`config.mk`:
```
export PLATFORM = sky130hd
export DESIGN_NAME = line_loopback_and_pulse_shape_ctrl
export DESIGN_NICKNAME = d
export VERILOG_FILES = /design/src/lbps_pkg.sv /design/src/shaper_if.sv /design/src/pulse_shaper.sv /design/src/line_loopback_and_pulse_shape_ctrl.sv
export SDC_FILE = /design/constraint.sdc
export NUM_CORES = 2
export LEC_CHECK = 0
export BUFFER_PORTS_ARGS = -buffer_cell sky130_fd_sc_hd__buf_2
export CORE_MARGIN = 2
export CORE_UTILIZATION = 41
export CTS_BUF_LIST = sky130_fd_sc_hd__clkbuf_8
export CTS_CLUSTER_DIAMETER = 80
export DETAILED_ROUTE_END_ITERATION = 16
export GPL_ROUTABILITY_DRIVEN = 1
export PLACE_DENSITY_LB_ADDON = 0.25
export SETUP_SLACK_MARGIN = 0.05
export SLEW_MARGIN = 20
export SYNTH_ARGS = -nofsm -noshare
export SYNTH_HDL_FRONTEND = slang
export SYNTH_SLANG_ARGS = --single-unit
```
`constraint.sdc`:
```
create_clock -name clk_sys -period 82.8 [get_ports clk_sys]
set_input_delay 16.56 -clock clk_sys [delete_from_list [all_inputs] [get_ports clk_sys]]
set_output_delay 16.56 -clock clk_sys [all_outputs]
set_load 0.05 [all_outputs]
```
`src/lbps_pkg.sv`:
```
// Purpose: constants and types shared by the loopback and pulse shape logic
// Assumes: 50 MHz system clock, register addresses as seen on the host port
// Notes: phase timing is the nearest whole cycle count at the system clock
`default_nettype none

package lbps_pkg;

	// register addresses (serial address field)
	localparam logic [4:0] ADDR_CTRLB_CH1 = 5'h16;
	localparam logic [4:0] ADDR_CTRLB_CH2 = 5'h17;
	localparam logic [4:0] ADDR_WAVE_CH1 = 5'h18;
	localparam logic [4:0] ADDR_WAVE_CH2 = 5'h19;

	// loopback and line configuration register fields
	localparam int BIT_ALL_ONES = 7;
	localparam int BIT_FAR_LOOP = 6;
	localparam int BIT_NEAR_A = 5;
	localparam int BIT_NEAR_B = 4;
	localparam int CFG_MSB = 3;
	localparam int CFG_LSB = 0;
	localparam logic [7:0] RST_CTRLB_CH1 = 8'h02;
	localparam logic [7:0] RST_CTRLB_CH2 = 8'h0E;

	// waveform store
	localparam int UI_COUNT = 3;
	localparam int PHASES_PER_UI = 14;
	localparam int STORE_DEPTH = 42;
	localparam logic [7:0] STORE_LAST = 8'h29;
	localparam logic [7:0] STORE_RST = 8'h00;
	localparam int AMP_W = 7;
	localparam logic [6:0] FULL_POS = 7'h3F;
	localparam logic [6:0] FULL_NEG = 7'h40;

	// arbitrary waveform configuration codes
	localparam logic [3:0] CFG_ARB_E1_COAX = 4'h8;
	localparam logic [3:0] CFG_ARB_E1_PAIR = 4'h9;
	localparam logic [3:0] CFG_ARB_DSX1 = 4'hA;
	localparam logic [3:0] CFG_ARB_DS1 = 4'hB;

	// phases actually played per unit interval
	localparam logic [3:0] PH_DS1 = 4'hE;
	localparam logic [3:0] PH_DSX1 = 4'hD;
	localparam logic [3:0] PH_E1 = 4'hC;

	// timing
	localparam int CLK_PS = 20000;
	localparam int UI_DS1_PS = 648000;
	localparam int UI_E1_PS = 488000;
	localparam int PHASE_DS1_PS = 46300;
	localparam int PHASE_DSX1_PS = 49800;
	localparam int PHASE_E1_PS = 40700;
	localparam int CYC_DS1_I = (PHASE_DS1_PS + CLK_PS / 2) / CLK_PS;
	localparam int CYC_DSX1_I = (PHASE_DSX1_PS + CLK_PS / 2) / CLK_PS;
	localparam int CYC_E1_I = (PHASE_E1_PS + CLK_PS / 2) / CLK_PS;
	localparam logic [3:0] CYC_DS1 = 4'((CYC_DS1_I < 1) ? 1 : CYC_DS1_I);
	localparam logic [3:0] CYC_DSX1 = 4'((CYC_DSX1_I < 1) ? 1 : CYC_DSX1_I);
	localparam logic [3:0] CYC_E1 = 4'((CYC_E1_I < 1) ? 1 : CYC_E1_I);

	typedef enum logic [3:0] {
		MODE_STD = 4'b0001,
		MODE_DS1 = 4'b0010,
		MODE_DSX1 = 4'b0100,
		MODE_E1 = 4'b1000
	} lineMode_t;

endpackage : lbps_pkg

`default_nettype wire

```
`src/shaper_if.sv`:
```
// Purpose: links a pulse shaper to its channel's waveform store
// Assumes: three lookups per cycle, one per unit interval of the mark
// Notes: store side answers combinationally
`timescale 1ns/1ps
`default_nettype none

interface shaper_if;
	logic [5:0] idx [3];
	logic [7:0] amp [3];
	modport store (input idx, output amp);
	modport shaper (output idx, input amp);
endinterface : shaper_if

`default_nettype wire

```
`src/pulse_shaper.sv`:
```
// Purpose: plays out one channel's arbitrary pulse shape
// Assumes: markIn is valid at each unit interval boundary
// Notes: overlapping marks are summed and clamped to full scale
`timescale 1ns/1ps
`default_nettype none

module pulse_shaper
	import lbps_pkg::*;
(
	input wire logic clk_sys, // system clock
	input wire logic reset, // async reset, active high
	input wire logic ce, // clock enable
	input wire lineMode_t mode, // decoded line mode
	input wire logic markIn, // mark of the next unit interval
	shaper_if.shaper sif, // waveform store lookups
	output logic uiStart, // first cycle of a unit interval
	output logic [6:0] amplitude_q, // signed phase amplitude
	output logic overflow_q // clamp flag, high in every clamped cycle
);

	logic [3:0] cyc_q, cyc_d;
	logic [3:0] phase_q, phase_d;
	logic [2:0] hist_q, hist_d;
	logic [6:0] amplitude_d;
	logic overflow_d;
	logic [3:0] nPhases;
	logic [3:0] nCycles;
	logic [8:0] sum;

	////////////////////////////////////////////////////////////////
	always_comb
	begin
		case (mode)
			MODE_DS1:
			begin
				nPhases = PH_DS1;
				nCycles = CYC_DS1;
			end
			MODE_DSX1:
			begin
				nPhases = PH_DSX1;
				nCycles = CYC_DSX1;
			end
			MODE_E1:
			begin
				nPhases = PH_E1;
				nCycles = CYC_E1;
			end
			default:
			begin
				nPhases = PH_DS1;
				nCycles = CYC_DS1;
			end
		endcase
	end

	// hist bit k is the mark sent k intervals ago; its part comes from UI k+1
	always_comb
	begin
		for (int k = 0; k < UI_COUNT; k++)
			sif.idx[k] = 6'(k * PHASES_PER_UI) + {2'b00, phase_q};
	end

	always_comb
	begin
		sum = 9'h000;
		for (int k = 0; k < UI_COUNT; k++)
			if (hist_q[k])
				sum = sum + {{2{sif.amp[k][6]}}, sif.amp[k][6:0]};
	end

	always_comb
	begin
		cyc_d = cyc_q;
		phase_d = phase_q;
		hist_d = hist_q;
		amplitude_d = 7'h00;
		overflow_d = 1'b0;
		uiStart = 1'b0;
		if (mode == MODE_STD)
		begin
			cyc_d = 4'h0;
			phase_d = 4'h0;
			hist_d = 3'b000;
		end
		else
		begin
			uiStart = (cyc_q == 4'h0) && (phase_q == 4'h0);
			if (cyc_q == nCycles - 4'h1)
			begin
				cyc_d = 4'h0;
				if (phase_q >= nPhases - 4'h1)
				begin
					phase_d = 4'h0;
					hist_d = {hist_q[1:0], markIn};
				end
				else
					phase_d = phase_q + 4'h1;
			end
			else
				cyc_d = cyc_q + 4'h1;
			if ($signed(sum) > $signed({2'b00, FULL_POS}))
			begin
				amplitude_d = FULL_POS;
				overflow_d = 1'b1;
			end
			else if ($signed(sum) < $signed({2'b11, FULL_NEG}))
			begin
				amplitude_d = FULL_NEG;
				overflow_d = 1'b1;
			end
			else
				amplitude_d = sum[6:0];
		end
	end

	always_ff @(posedge clk_sys or posedge reset)
	begin
		if (reset)
		begin
			cyc_q <= 4'h0;
			phase_q <= 4'h0;
			hist_q <= 3'b000;
			amplitude_q <= 7'h00;
			overflow_q <= 1'b0;
		end
		else if (ce)
		begin
			cyc_q <= cyc_d;
			phase_q <= phase_d;
			hist_q <= hist_d;
			amplitude_q <= amplitude_d;
			overflow_q <= overflow_d;
		end
	end

endmodule : pulse_shaper

`default_nettype wire

```
`src/line_loopback_and_pulse_shape_ctrl.sv`:
```
// Purpose: loopback, line configuration and pulse shape control, two channels
// Assumes: host port decoded elsewhere into address, RAM address and strobes
// Notes: analog driver and receiver sit outside; this steers their controls
//
// What this block does
// - loopback/config register per channel at 0x16/0x17
// - send-all-ones overrides loopback transmit data
// - bit 6 enables far-end loopback
// - bit 5 near loopback A, through jitter attenuator
// - host mode, both near loopbacks: receive outputs ones
// - bit 4 near loopback B, via driver, receiver
// - bits 3:0 line config, channel 2 resets 1110
// - arbitrary shapes only for arbitrary config codes
// - each mark spans three unit intervals
// - a space outputs zero amplitude
// - store holds 42 entries, 14 per interval
// - DS1 plays all 14 phases
// - DSX-1 plays 13 phases, ignores fourteenth
// - E1 plays 12 phases per interval
// - E1 ignores thirteenth and fourteenth phases
// - amplitude is 7-bit two's complement, MSB ignored
// - overlapping sums clamp and latch overflow
// - store access index 0x00 to 0x29
`timescale 1ns/1ps
`default_nettype none

module line_loopback_and_pulse_shape_ctrl
	import lbps_pkg::*;
#(
	parameter int CHANNELS = 2
)
(
	input wire logic clk_sys, // system clock, 50 MHz
	input wire logic reset, // async reset, active high
	input wire logic ce, // clock enable, freezes all state when low
	input wire logic hostMode, // device is under host control
	input wire logic [4:0] regAddr, // register address field
	input wire logic [7:0] ramAddr, // waveform store location
	input wire logic regWrite, // one-cycle write strobe
	input wire logic [7:0] regWrData, // write data
	output logic [7:0] regRdData_q, // read data, registered
	input wire logic [CHANNELS-1:0] jitterAttenEn, // attenuator enabled per channel
	input wire logic [CHANNELS-1:0] txSysData, // system transmit data, same clock
	input wire logic [CHANNELS-1:0] rxLinePos, // recovered positive pulse, pin
	input wire logic [CHANNELS-1:0] rxLineNeg, // recovered negative pulse, pin
	input wire logic [CHANNELS-1:0] overflowClear, // clears latched overflow
	output logic [CHANNELS-1:0] rxPositiveOut, // receive positive data out
	output logic [CHANNELS-1:0] rxNegativeOut, // receive negative data out
	output logic [CHANNELS-1:0] txLineMark, // mark sent to the line
	output logic [CHANNELS-1:0] nearLoopbackAEn, // near loopback A active
	output logic [CHANNELS-1:0] nearLoopbackBEn, // near loopback B active
	output logic [CHANNELS-1:0] loopThroughJitter, // loop path uses attenuator
	output logic [CHANNELS*4-1:0] lineConfigSelect, // line config per channel
	output logic [CHANNELS-1:0] arbitraryActive, // arbitrary shaper drives line
	output logic [CHANNELS*7-1:0] txAmplitude, // shaper amplitude per channel
	output logic [CHANNELS-1:0] uiStrobe, // start of each unit interval, low unless an arbitrary code is active
	output logic [CHANNELS-1:0] overflowLatched_q // latched overflow status
);

	logic [7:0] ctrlB_q [CHANNELS];
	logic [7:0] ctrlB_d [CHANNELS];
	logic [7:0] store_q [CHANNELS][STORE_DEPTH];
	logic [7:0] store_d [CHANNELS][STORE_DEPTH];
	logic [7:0] regRdData_d;
	logic [CHANNELS-1:0] overflowLatched_d;
	logic [CHANNELS-1:0] posMeta_q;
	logic [CHANNELS-1:0] posSync_q;
	logic [CHANNELS-1:0] negMeta_q;
	logic [CHANNELS-1:0] negSync_q;
	logic hostMeta_q;
	logic hostSync_q;
	logic [CHANNELS-1:0] overflowPulse;
	logic [CHANNELS-1:0] sendAllOnes;
	logic [CHANNELS-1:0] farLoop;
	logic [CHANNELS-1:0] nearA;
	logic [CHANNELS-1:0] nearB;
	logic [CHANNELS-1:0] ctrlHit;
	logic [CHANNELS-1:0] waveHit;
	lineMode_t chMode [CHANNELS];
	logic ramInRange;
	logic [5:0] ramIdx;

	assign ramInRange = (ramAddr <= STORE_LAST);
	// upper location bits are dropped only after the range check passed
	assign ramIdx = ramAddr[5:0];

	////////////////////////////////////////////////////////////////
	// address decode shared by the write and read paths
	always_comb
	begin
		for (int c = 0; c < CHANNELS; c++)
		begin
			ctrlHit[c] = (regAddr == ADDR_CTRLB_CH1 + 5'(c));
			waveHit[c] = (regAddr == ADDR_WAVE_CH1 + 5'(c)) && ramInRange;
		end
	end

	////////////////////////////////////////////////////////////////
	// register writes
	always_comb
	begin
		for (int c = 0; c < CHANNELS; c++)
		begin
			ctrlB_d[c] = ctrlB_q[c];
			for (int i = 0; i < STORE_DEPTH; i++)
				store_d[c][i] = store_q[c][i];
		end
		if (regWrite)
		begin
			for (int c = 0; c < CHANNELS; c++)
			begin
				if (ctrlHit[c])
					ctrlB_d[c] = regWrData;
				if (waveHit[c])
					store_d[c][ramIdx] = regWrData;
			end
		end
	end

	// register reads; unmapped addresses and out-of-range locations read zero
	always_comb
	begin
		// reads need no strobe; the address alone selects
		regRdData_d = 8'h00;
		for (int c = 0; c < CHANNELS; c++)
		begin
			if (ctrlHit[c])
				regRdData_d = ctrlB_q[c];
			if (waveHit[c])
				regRdData_d = store_q[c][ramIdx];
		end
	end

	always_ff @(posedge clk_sys or posedge reset)
	begin
		if (reset)
		begin
			ctrlB_q[0] <= RST_CTRLB_CH1;
			for (int c = 1; c < CHANNELS; c++)
				ctrlB_q[c] <= RST_CTRLB_CH2;
			for (int c = 0; c < CHANNELS; c++)
				for (int i = 0; i < STORE_DEPTH; i++)
					store_q[c][i] <= STORE_RST;
			regRdData_q <= 8'h00;
		end
		else if (ce)
		begin
			for (int c = 0; c < CHANNELS; c++)
			begin
				ctrlB_q[c] <= ctrlB_d[c];
				for (int i = 0; i < STORE_DEPTH; i++)
					store_q[c][i] <= store_d[c][i];
			end
			regRdData_q <= regRdData_d;
		end
	end

	////////////////////////////////////////////////////////////////
	// receive pins come from the line clock recovery, so synchronise first
	always_ff @(posedge clk_sys or posedge reset)
	begin
		if (reset)
		begin
			posMeta_q <= '0;
			posSync_q <= '0;
			negMeta_q <= '0;
			negSync_q <= '0;
		end
		else if (ce)
		begin
			posMeta_q <= rxLinePos;
			posSync_q <= posMeta_q;
			negMeta_q <= rxLineNeg;
			negSync_q <= negMeta_q;
		end
	end

	// mode pin is static in use, yet it still crosses in through two flops
	always_ff @(posedge clk_sys or posedge reset)
	begin
		if (reset)
		begin
			hostMeta_q <= 1'b0;
			hostSync_q <= 1'b0;
		end
		else if (ce)
		begin
			hostMeta_q <= hostMode;
			hostSync_q <= hostMeta_q;
		end
	end

	////////////////////////////////////////////////////////////////
	// per-channel data paths and shapers
	for (genvar g = 0; g < CHANNELS; g++)
	begin : gCh
		shaper_if sif();
		logic [3:0] cfg;

		// both channels must share one line rate; the host keeps to that
		assign cfg = ctrlB_q[g][CFG_MSB:CFG_LSB];
		assign sendAllOnes[g] = ctrlB_q[g][BIT_ALL_ONES];
		assign farLoop[g] = ctrlB_q[g][BIT_FAR_LOOP];
		assign nearA[g] = ctrlB_q[g][BIT_NEAR_A];
		assign nearB[g] = ctrlB_q[g][BIT_NEAR_B];

		// only the four arbitrary codes switch the shaper on
		always_comb
		begin
			case (cfg)
				CFG_ARB_DS1: chMode[g] = MODE_DS1;
				CFG_ARB_DSX1: chMode[g] = MODE_DSX1;
				CFG_ARB_E1_COAX: chMode[g] = MODE_E1;
				CFG_ARB_E1_PAIR: chMode[g] = MODE_E1;
				default: chMode[g] = MODE_STD;
			endcase
		end

		// store answers the shaper's three lookups
		always_comb
		begin
			for (int k = 0; k < UI_COUNT; k++)
				if (sif.idx[k] < 6'(STORE_DEPTH))
					sif.amp[k] = store_q[g][sif.idx[k]];
				else
					sif.amp[k] = 8'h00;
		end

		// all ones wins over far-end loopback data and normal data
		always_comb
		begin
			if (sendAllOnes[g])
				txLineMark[g] = 1'b1;
			else if (farLoop[g])
				txLineMark[g] = posSync_q[g] | negSync_q[g];
			else
				txLineMark[g] = txSysData[g];
		end

		always_comb
		begin
			if (hostSync_q && nearA[g] && nearB[g])
			begin
				rxPositiveOut[g] = 1'b1;
				rxNegativeOut[g] = 1'b1;
			end
			// near loopback A is unipolar; the negative rail stays low
			else if (nearA[g])
			begin
				rxPositiveOut[g] = txSysData[g];
				rxNegativeOut[g] = 1'b0;
			end
			else
			begin
				rxPositiveOut[g] = posSync_q[g];
				rxNegativeOut[g] = negSync_q[g];
			end
		end

		assign nearLoopbackAEn[g] = nearA[g];
		assign nearLoopbackBEn[g] = nearB[g];
		assign loopThroughJitter[g] = (nearA[g] | nearB[g]) & jitterAttenEn[g];
		assign lineConfigSelect[g*4 +: 4] = cfg;
		assign arbitraryActive[g] = (chMode[g] != MODE_STD);

		pulse_shaper pulse_shaper_i (
			.clk_sys(clk_sys),
			.reset(reset),
			.ce(ce),
			.mode(chMode[g]),
			.markIn(txLineMark[g]),
			.sif(sif),
			.uiStart(uiStrobe[g]),
			.amplitude_q(txAmplitude[g*7 +: 7]),
			.overflow_q(overflowPulse[g])
		);
	end

	////////////////////////////////////////////////////////////////
	// overflow stays latched until cleared; a new clamp beats the clear
	always_comb
	begin
		for (int c = 0; c < CHANNELS; c++)
		begin
			overflowLatched_d[c] = overflowLatched_q[c];
			if (overflowClear[c])
				overflowLatched_d[c] = 1'b0;
			if (overflowPulse[c])
				overflowLatched_d[c] = 1'b1;
		end
	end

	always_ff @(posedge clk_sys or posedge reset)
	begin
		if (reset)
			overflowLatched_q <= '0;
		else if (ce)
			overflowLatched_q <= overflowLatched_d;
	end

endmodule : line_loopback_and_pulse_shape_ctrl

`default_nettype wire

```
## Word level (Yosys, flattened, before mapping)

Index checks and enable logic that the tools add are counted.

| word-level totals | value |
|---|---|
| output and inout port bits | 48 |
| bits of input ports | 36 |
| flip-flop bits (word level) | 746 |

| cells by class | value |
|---|---|
| reductions and logical operators | 31 |
| add/subtract/negate cells | 14 |
| eq/ne operators | 22 |
| muxes and demuxes | 94 |
| bitwise operators | 13 |
| $lt $le $gt $ge | 21 |

Operators with widths:

| operator | number |
|---|---|
| $bwmux 336 | 2 |
| $bmux 8 s6 | 8 |
| $mux 7 | 24 |
| $mux 8 | 9 |
| $mux 9 | 6 |
| $ge 7x7->1 const B | 7 |
| $demux 8 s6 | 1 |
| $eq 4x4->1 const B | 10 |
| $mux 4 | 10 |
| $add 9x9->9 | 4 |
| $not 6->7 | 5 |
| $lt 6x6->1 const B | 4 |
| $mux 1 | 24 |
| $pmux 4 s3 | 2 |
| $eq 5x5->1 const B | 4 |
| $gt 9x7->1 const B | 2 |
| $lt 9x7->1 const B | 2 |
| $mux 3 | 6 |
| $reduce_and 3->1 | 6 |
| $add 4x1->4 const B | 4 |
| $eq 4x1->1 const B | 4 |
| $logic_not 4->1 | 4 |
| $not 4->7 | 2 |
| $add 5x4->6 const A | 2 |
| other kinds (15) | 43 |

## Longest topological paths before layout

| logic depth | value |
|---|---|
| word-level depth | 14 |
| mapped depth | 29 |
| mapped depth without buffers | 22 |

## By module

Synthesis repeated with hierarchy kept, for this count alone.

| second synthesis, totals | value |
|---|---|
| cell total of the unflattened synthesis | 4406 |
| area total of the unflattened synthesis | 53896.7 um^2 |

By module, submodules not included:

| module | seq. area each (um^2) | cells each | times used | area an instance (um^2) |
|---|---|---|---|---|
| line_loopback_and_pulse_shape_ctrl | 17722.0 | 3861 | 1 | 49446.2 |
| pulse_shaper at gCh[0].pulse_shaper_i | 475.5 | 288 | 1 | 2290.9 |
| pulse_shaper at gCh[1].pulse_shaper_i | 475.5 | 257 | 1 | 2159.6 |

## Least setup slack after synthesis

Ideal clock, no wire load.

| timing | value |
|---|---|
| path kind | input -> output |
| start point | in txSysData[0] |
| end point | out rxPositiveOut[0] |
| cell stages on the path | 2 |
| data arrival time | 17.380 ns |
| slack | 48.860 ns |
| data required time | 66.240 ns |
| cell sequence | a21oi_1 > a21oi_1 |

| on the way | value |
|---|---|
| longest elaborated chain between the ends | 2 |

RTL lines:

| what | line | RTL |
|---|---|---|
| from (decl) | line_loopback_and_pulse_shape_ctrl.sv:43 | `input wire logic [CHANNELS-1:0] txSysData,` |
| $mux 1 | line_loopback_and_pulse_shape_ctrl.sv:248 | `else if (nearA[g])` |
| $mux 1 | line_loopback_and_pulse_shape_ctrl.sv:242 | `if (hostSync_q && nearA[g] && nearB[g])` |
| to (decl) | line_loopback_and_pulse_shape_ctrl.sv:47 | `output logic [CHANNELS-1:0] rxPositiveOut,` |

Every way passes these cells.

## Worst setup path after layout

| timing | value |
|---|---|
| start point | in txSysData[0] |
| end point | out txLineMark[0] |

| on the way | value |
|---|---|
| longest elaborated chain between the ends | 2 |

RTL lines:

| what | line | RTL |
|---|---|---|
| $mux 1 | line_loopback_and_pulse_shape_ctrl.sv:234 | `else if (farLoop[g])` |
| $mux 1 | line_loopback_and_pulse_shape_ctrl.sv:232 | `if (sendAllOnes[g])` |
| to (decl) | line_loopback_and_pulse_shape_ctrl.sv:49 | `output logic [CHANNELS-1:0] txLineMark,` |

Every way passes these cells.

==> key figures <==
Timing
  • Fin crit period: ~34 ns
  • Worst-margin pin slew: 1.16 ns
  • Clock skew: 0.0377 ns
  • Post-route clock period utilization: 41.0%
  • Fmax: 29.4 MHz
  • Final setup viols: 0
  • Count of final max-slew check failures: 0
  • Final number of hold-violating endpoints: 0
  • Slew margin rel.: 22.3%
  • RSZ-0062 raised after global routing: false
  • TNS Setup: 0 ns

Routing
  • Vias: 32,500
  • Remaining DRCs: 0
  • DRT Pass-1 Iters: 6
  • Final wirelength: 153,000 um
  • Vias per inst: approximately 6.6
  • Violation count after the first detailed-routing iteration: between 3,000 and 4,000
  • Drt wl/cell: 30.9 um
  • Routed Antenna Nets: 0

Clock network
  • Root buffer cell: clkbuf_8
  • Post-CTS Repair Setup Buffers: 0
  • Clock transition at path regs: 0.05 ns
  • Clock Latency Late Sink: 0.83 ns
  • CTS tree: yes
  • CTS resizes: 0
  • H-tree depth: 4
  • CTS buffer count: 134
  • CTS sink cnt: approximately 750
  • CTS max path bufs: 3
  • Hold_buf cts: 0

Synth
  • Yosys reg bits: about 750
  • Mapped Avg Cell Area: 12.7 um2
  • Async set-reset flop share out of synthesis: 100%
  • Post-synth EDFFs: 0
  • Syn_nets: 3,537
  • Seq/Total Area, Yosys: 42.6%
  • Gate count after technology mapping: roughly 3,400
  • Synth unique cells: 86
  • Main synth FF type: dfrtp_1
  • Ys Warns: 0
  • Area of the mapped netlist: around 0.044 mm2

Worst setup path
  • Max incr delay on CP: 0.37 ns
  • CP endpoint: txLineMark[0]
  • Flop2flop setup slack: 75.22 ns
  • CP Class: in -> out
  • FF-to-FF Start: gCh[0].pulse_shaper_i.phase_q[0]
  • Type of destination of the critical path: output port
  • CP arrival: about 17 ns
  • CP cell instances: buf_2 > nor2_1 > a21oi_1 > or2_2 > buf_2
  • Levels on crit path: 5
  • Worst Reg2Reg Path Length in Cells: 21
  • Worst R2R End: gCh[0].pulse_shaper_i.amplitude_q[0]
  • Critical path's slowest cell: or2_2
  • Top delay family on crit path: simple AND/OR/NAND/NOR gates
  • CP startpoint: txSysData[0]
  • Critical path startpoint category: input port
  • WP data required: roughly 66 ns
  • Crit-path max FO: 2
  • WP buf/inv: 2
  • CP most frequent cell: buf_2

Floorplanning
  • Initial Util: 41.5%
  • Core Area: around 0.11 mm2
  • Row Count: between 100 and 150
  • Die W: 331 um
  • Die height: 331 um
  • Die area: 0.110 mm2
  • # IOs: 84

Placed design
  • Hpwl dp: 98,500 um
  • Placed cell area: 0.0454 mm2
  • Gpl congestion: 0.900
  • Input/output buffers: 83

Finish
  • Most frequent cells in the layout: mux2_2, dfrtp_1, mux4_2
  • Fill cells: 9,694
  • Layout Nets: ~3,500
  • Share of layout cells above drive strength 1: between 40% and 50%
  • Area growth syn-to-layout: 9.75%
  • Post-route design area: 0.0481 mm2
  • Commonest non-fill, non-tap cell in the layout: mux2_2

Power and ir drop
  • VDD IR max: 0.0000106 V
  • Pwr Density: 16.4 mW/mm2
  • LEAKAGE: between 20 and 25 nW

Run status
  • Outcome: finished clean

GRT
  • Global-route wire length before repair: 224,000 um
  • Global route overflow: 0
  • Largest net degree at the start of global routing: 158
  • Initial antenna violation count: 9
  • Total track usage: 27.9%
  • Vias in the first global route: 31,900

Min path
  • Type of the worst min-delay path: reg -> reg

Run
  • Max-cap viol count: 0
## layer usage
metal | routed length [um] | GRT usage (%)
met1 | 61500 | 36.9
met2 | 70100 | 42.8
met3 | 13300 | 6.90
met4 | 7910 | 13.8
met5 | 10 | 0
## Yosys cell counts, drive strengths merged (6+ instances only)
library cell / number / share of area [%]
clkbuf: 185 / 1.6
nand2b: 13 / 0.19
xor2: 8 / 0.16
xnor2: 9 / 0.20
a21o: 12 / 0.21
a22o: 55 / 1.1
a222oi: 13 / 0.30
o22ai: 22 / 0.31
or3: 6 / 0.086
o221ai: 48 / 0.96
o311ai: 8 / 0.16
a31oi: 39 / 0.56
or4: 7 / 0.12
o21a: 7 / 0.12
and3: 6 / 0.086
mux2: 743 / 19
o21ai: 91 / 1.0
o31ai: 15 / 0.26
nor4: 6 / 0.11
a21oi: 93 / 1.1
a2111oi: 6 / 0.12
a22oi: 125 / 2.1
a221oi: 61 / 1.2
nand2: 150 / 1.3
a211oi: 26 / 0.45
nor3: 34 / 0.41
o211ai: 9 / 0.15
or2: 6 / 0.086
mux2i: 154 / 3.5
nand4: 9 / 0.13
ha: 50 / 1.4
buf: 102 / 1.3
nor2b: 18 / 0.26
and2: 8 / 0.11
inv: 46 / 0.39
nand3: 25 / 0.31
mux4: 258 / 13
dfrtp: 742 / 42
nor2: 147 / 1.5
o2bb2ai: 11 / 0.22
o21bai: 6 / 0.10
## through the flow
| step | cells | hold WS (ns) | worst slack [ns] | power [mW] | utilization (%) |
|---|---|---|---|---|---|
| after floorplan | 3447 | 0.439 | 45.31 | 0.416 | - |
| after global placement | 4707 | 0.461 | 48.82 | 0.437 | 42.9 |
| after detailed placement | 4707 | 0.468 | 48.81 | 0.437 | 42.9 |
| after CTS | 4939 | 0.485 | 48.81 | 0.795 | 45.5 |
| after global routing | 4942 | 0.502 | 48.77 | 0.816 | 45.5 |
| final | 4944 | 0.482 | 48.81 | 0.789 | 45.5 |
## sequential cells by signal, summed over array words and instances, names as in the netlist, 4 cells and up
signal,count
regRdData_q,8
gCh.pulse_shaper_i.hist_q,6
gCh.pulse_shaper_i.cyc_q,8
gCh.pulse_shaper_i.phase_q,8
lineConfigSelect,8
gCh.pulse_shaper_i.amplitude_q,14
store_q,672
ctrlB_q,4
## worst register-to-register path: stages, from the launching register on
cell      delay [ns]
dfrtp_4         0.80
buf_12          0.53
buf_4           0.74
mux4_2          0.66
mux4_2          0.57
mux2i_1         0.44
inv_1           0.10
ha_1            0.30
a211oi_1        0.33
o21bai_1        0.13
a21oi_1         0.31
xnor2_1         0.10
mux2_2          0.30
ha_1            0.36
o21a_1          0.14
o21ai_0         0.15
a31oi_1         0.11
o311a_1         0.15
o21ai_0         0.26
nor3_1          0.10
or3_1           0.42
o311ai_0        0.43
## report_power, final
group / total (mW) / internal [mW] / switching, mW
Sequential: 0.372 / 0.367 / 0.00451
Combinational: 0.0590 / 0.0133 / 0.0457
Clock: 0.358 / 0.191 / 0.167
## final cells by class
type,count,area [um2],share of cell area (%)
Multi-Input combinational cell,2363,23800,49.4
Sequential cell,746,18700,38.8
Clock buffer,159,2190,4.55
Tap cell,1391,1740,3.62
Timing Repair Buffer,157,1020,2.11
Clock inverter,73,503,1.04
Inverter,51,199,0.413
Antenna cell,4,10.0,0.0208
## worst min-delay path by stage
stage / start / to / slack, ns / depth (start not counted)
after floorplan: gCh[1].pulse_shaper_i.cyc_q[3] / gCh[1].pulse_shaper_i.cyc_q[3] / 0.44 / 1
after global placement: gCh[1].pulse_shaper_i.cyc_q[3] / gCh[1].pulse_shaper_i.cyc_q[3] / 0.46 / 1
after detailed placement: gCh[0].pulse_shaper_i.amplitude_q[6] / gCh[0].pulse_shaper_i.amplitude_q[6] / 0.47 / 1
after CTS: gCh[1].pulse_shaper_i.amplitude_q[6] / gCh[1].pulse_shaper_i.amplitude_q[6] / 0.49 / 1
after global routing: gCh[0].pulse_shaper_i.amplitude_q[6] / gCh[0].pulse_shaper_i.amplitude_q[6] / 0.50 / 1
final: gCh[1].pulse_shaper_i.cyc_q[3] / gCh[1].pulse_shaper_i.cyc_q[3] / 0.48 / 1
## logic make-up after synthesis
logic type,after synthesis,synth area share (%)
DFF,746,42.6
buffers and inverters,338,3.35
AOI/OAI and AO/OA,684,11.2
and+or+nand+nor,453,5.02
adders and majority gates,54,1.61
muxes,1155,35.8
xor gates and xnor gates,17,0.357
Note: power is estimated with default switching activity, not from simulation.
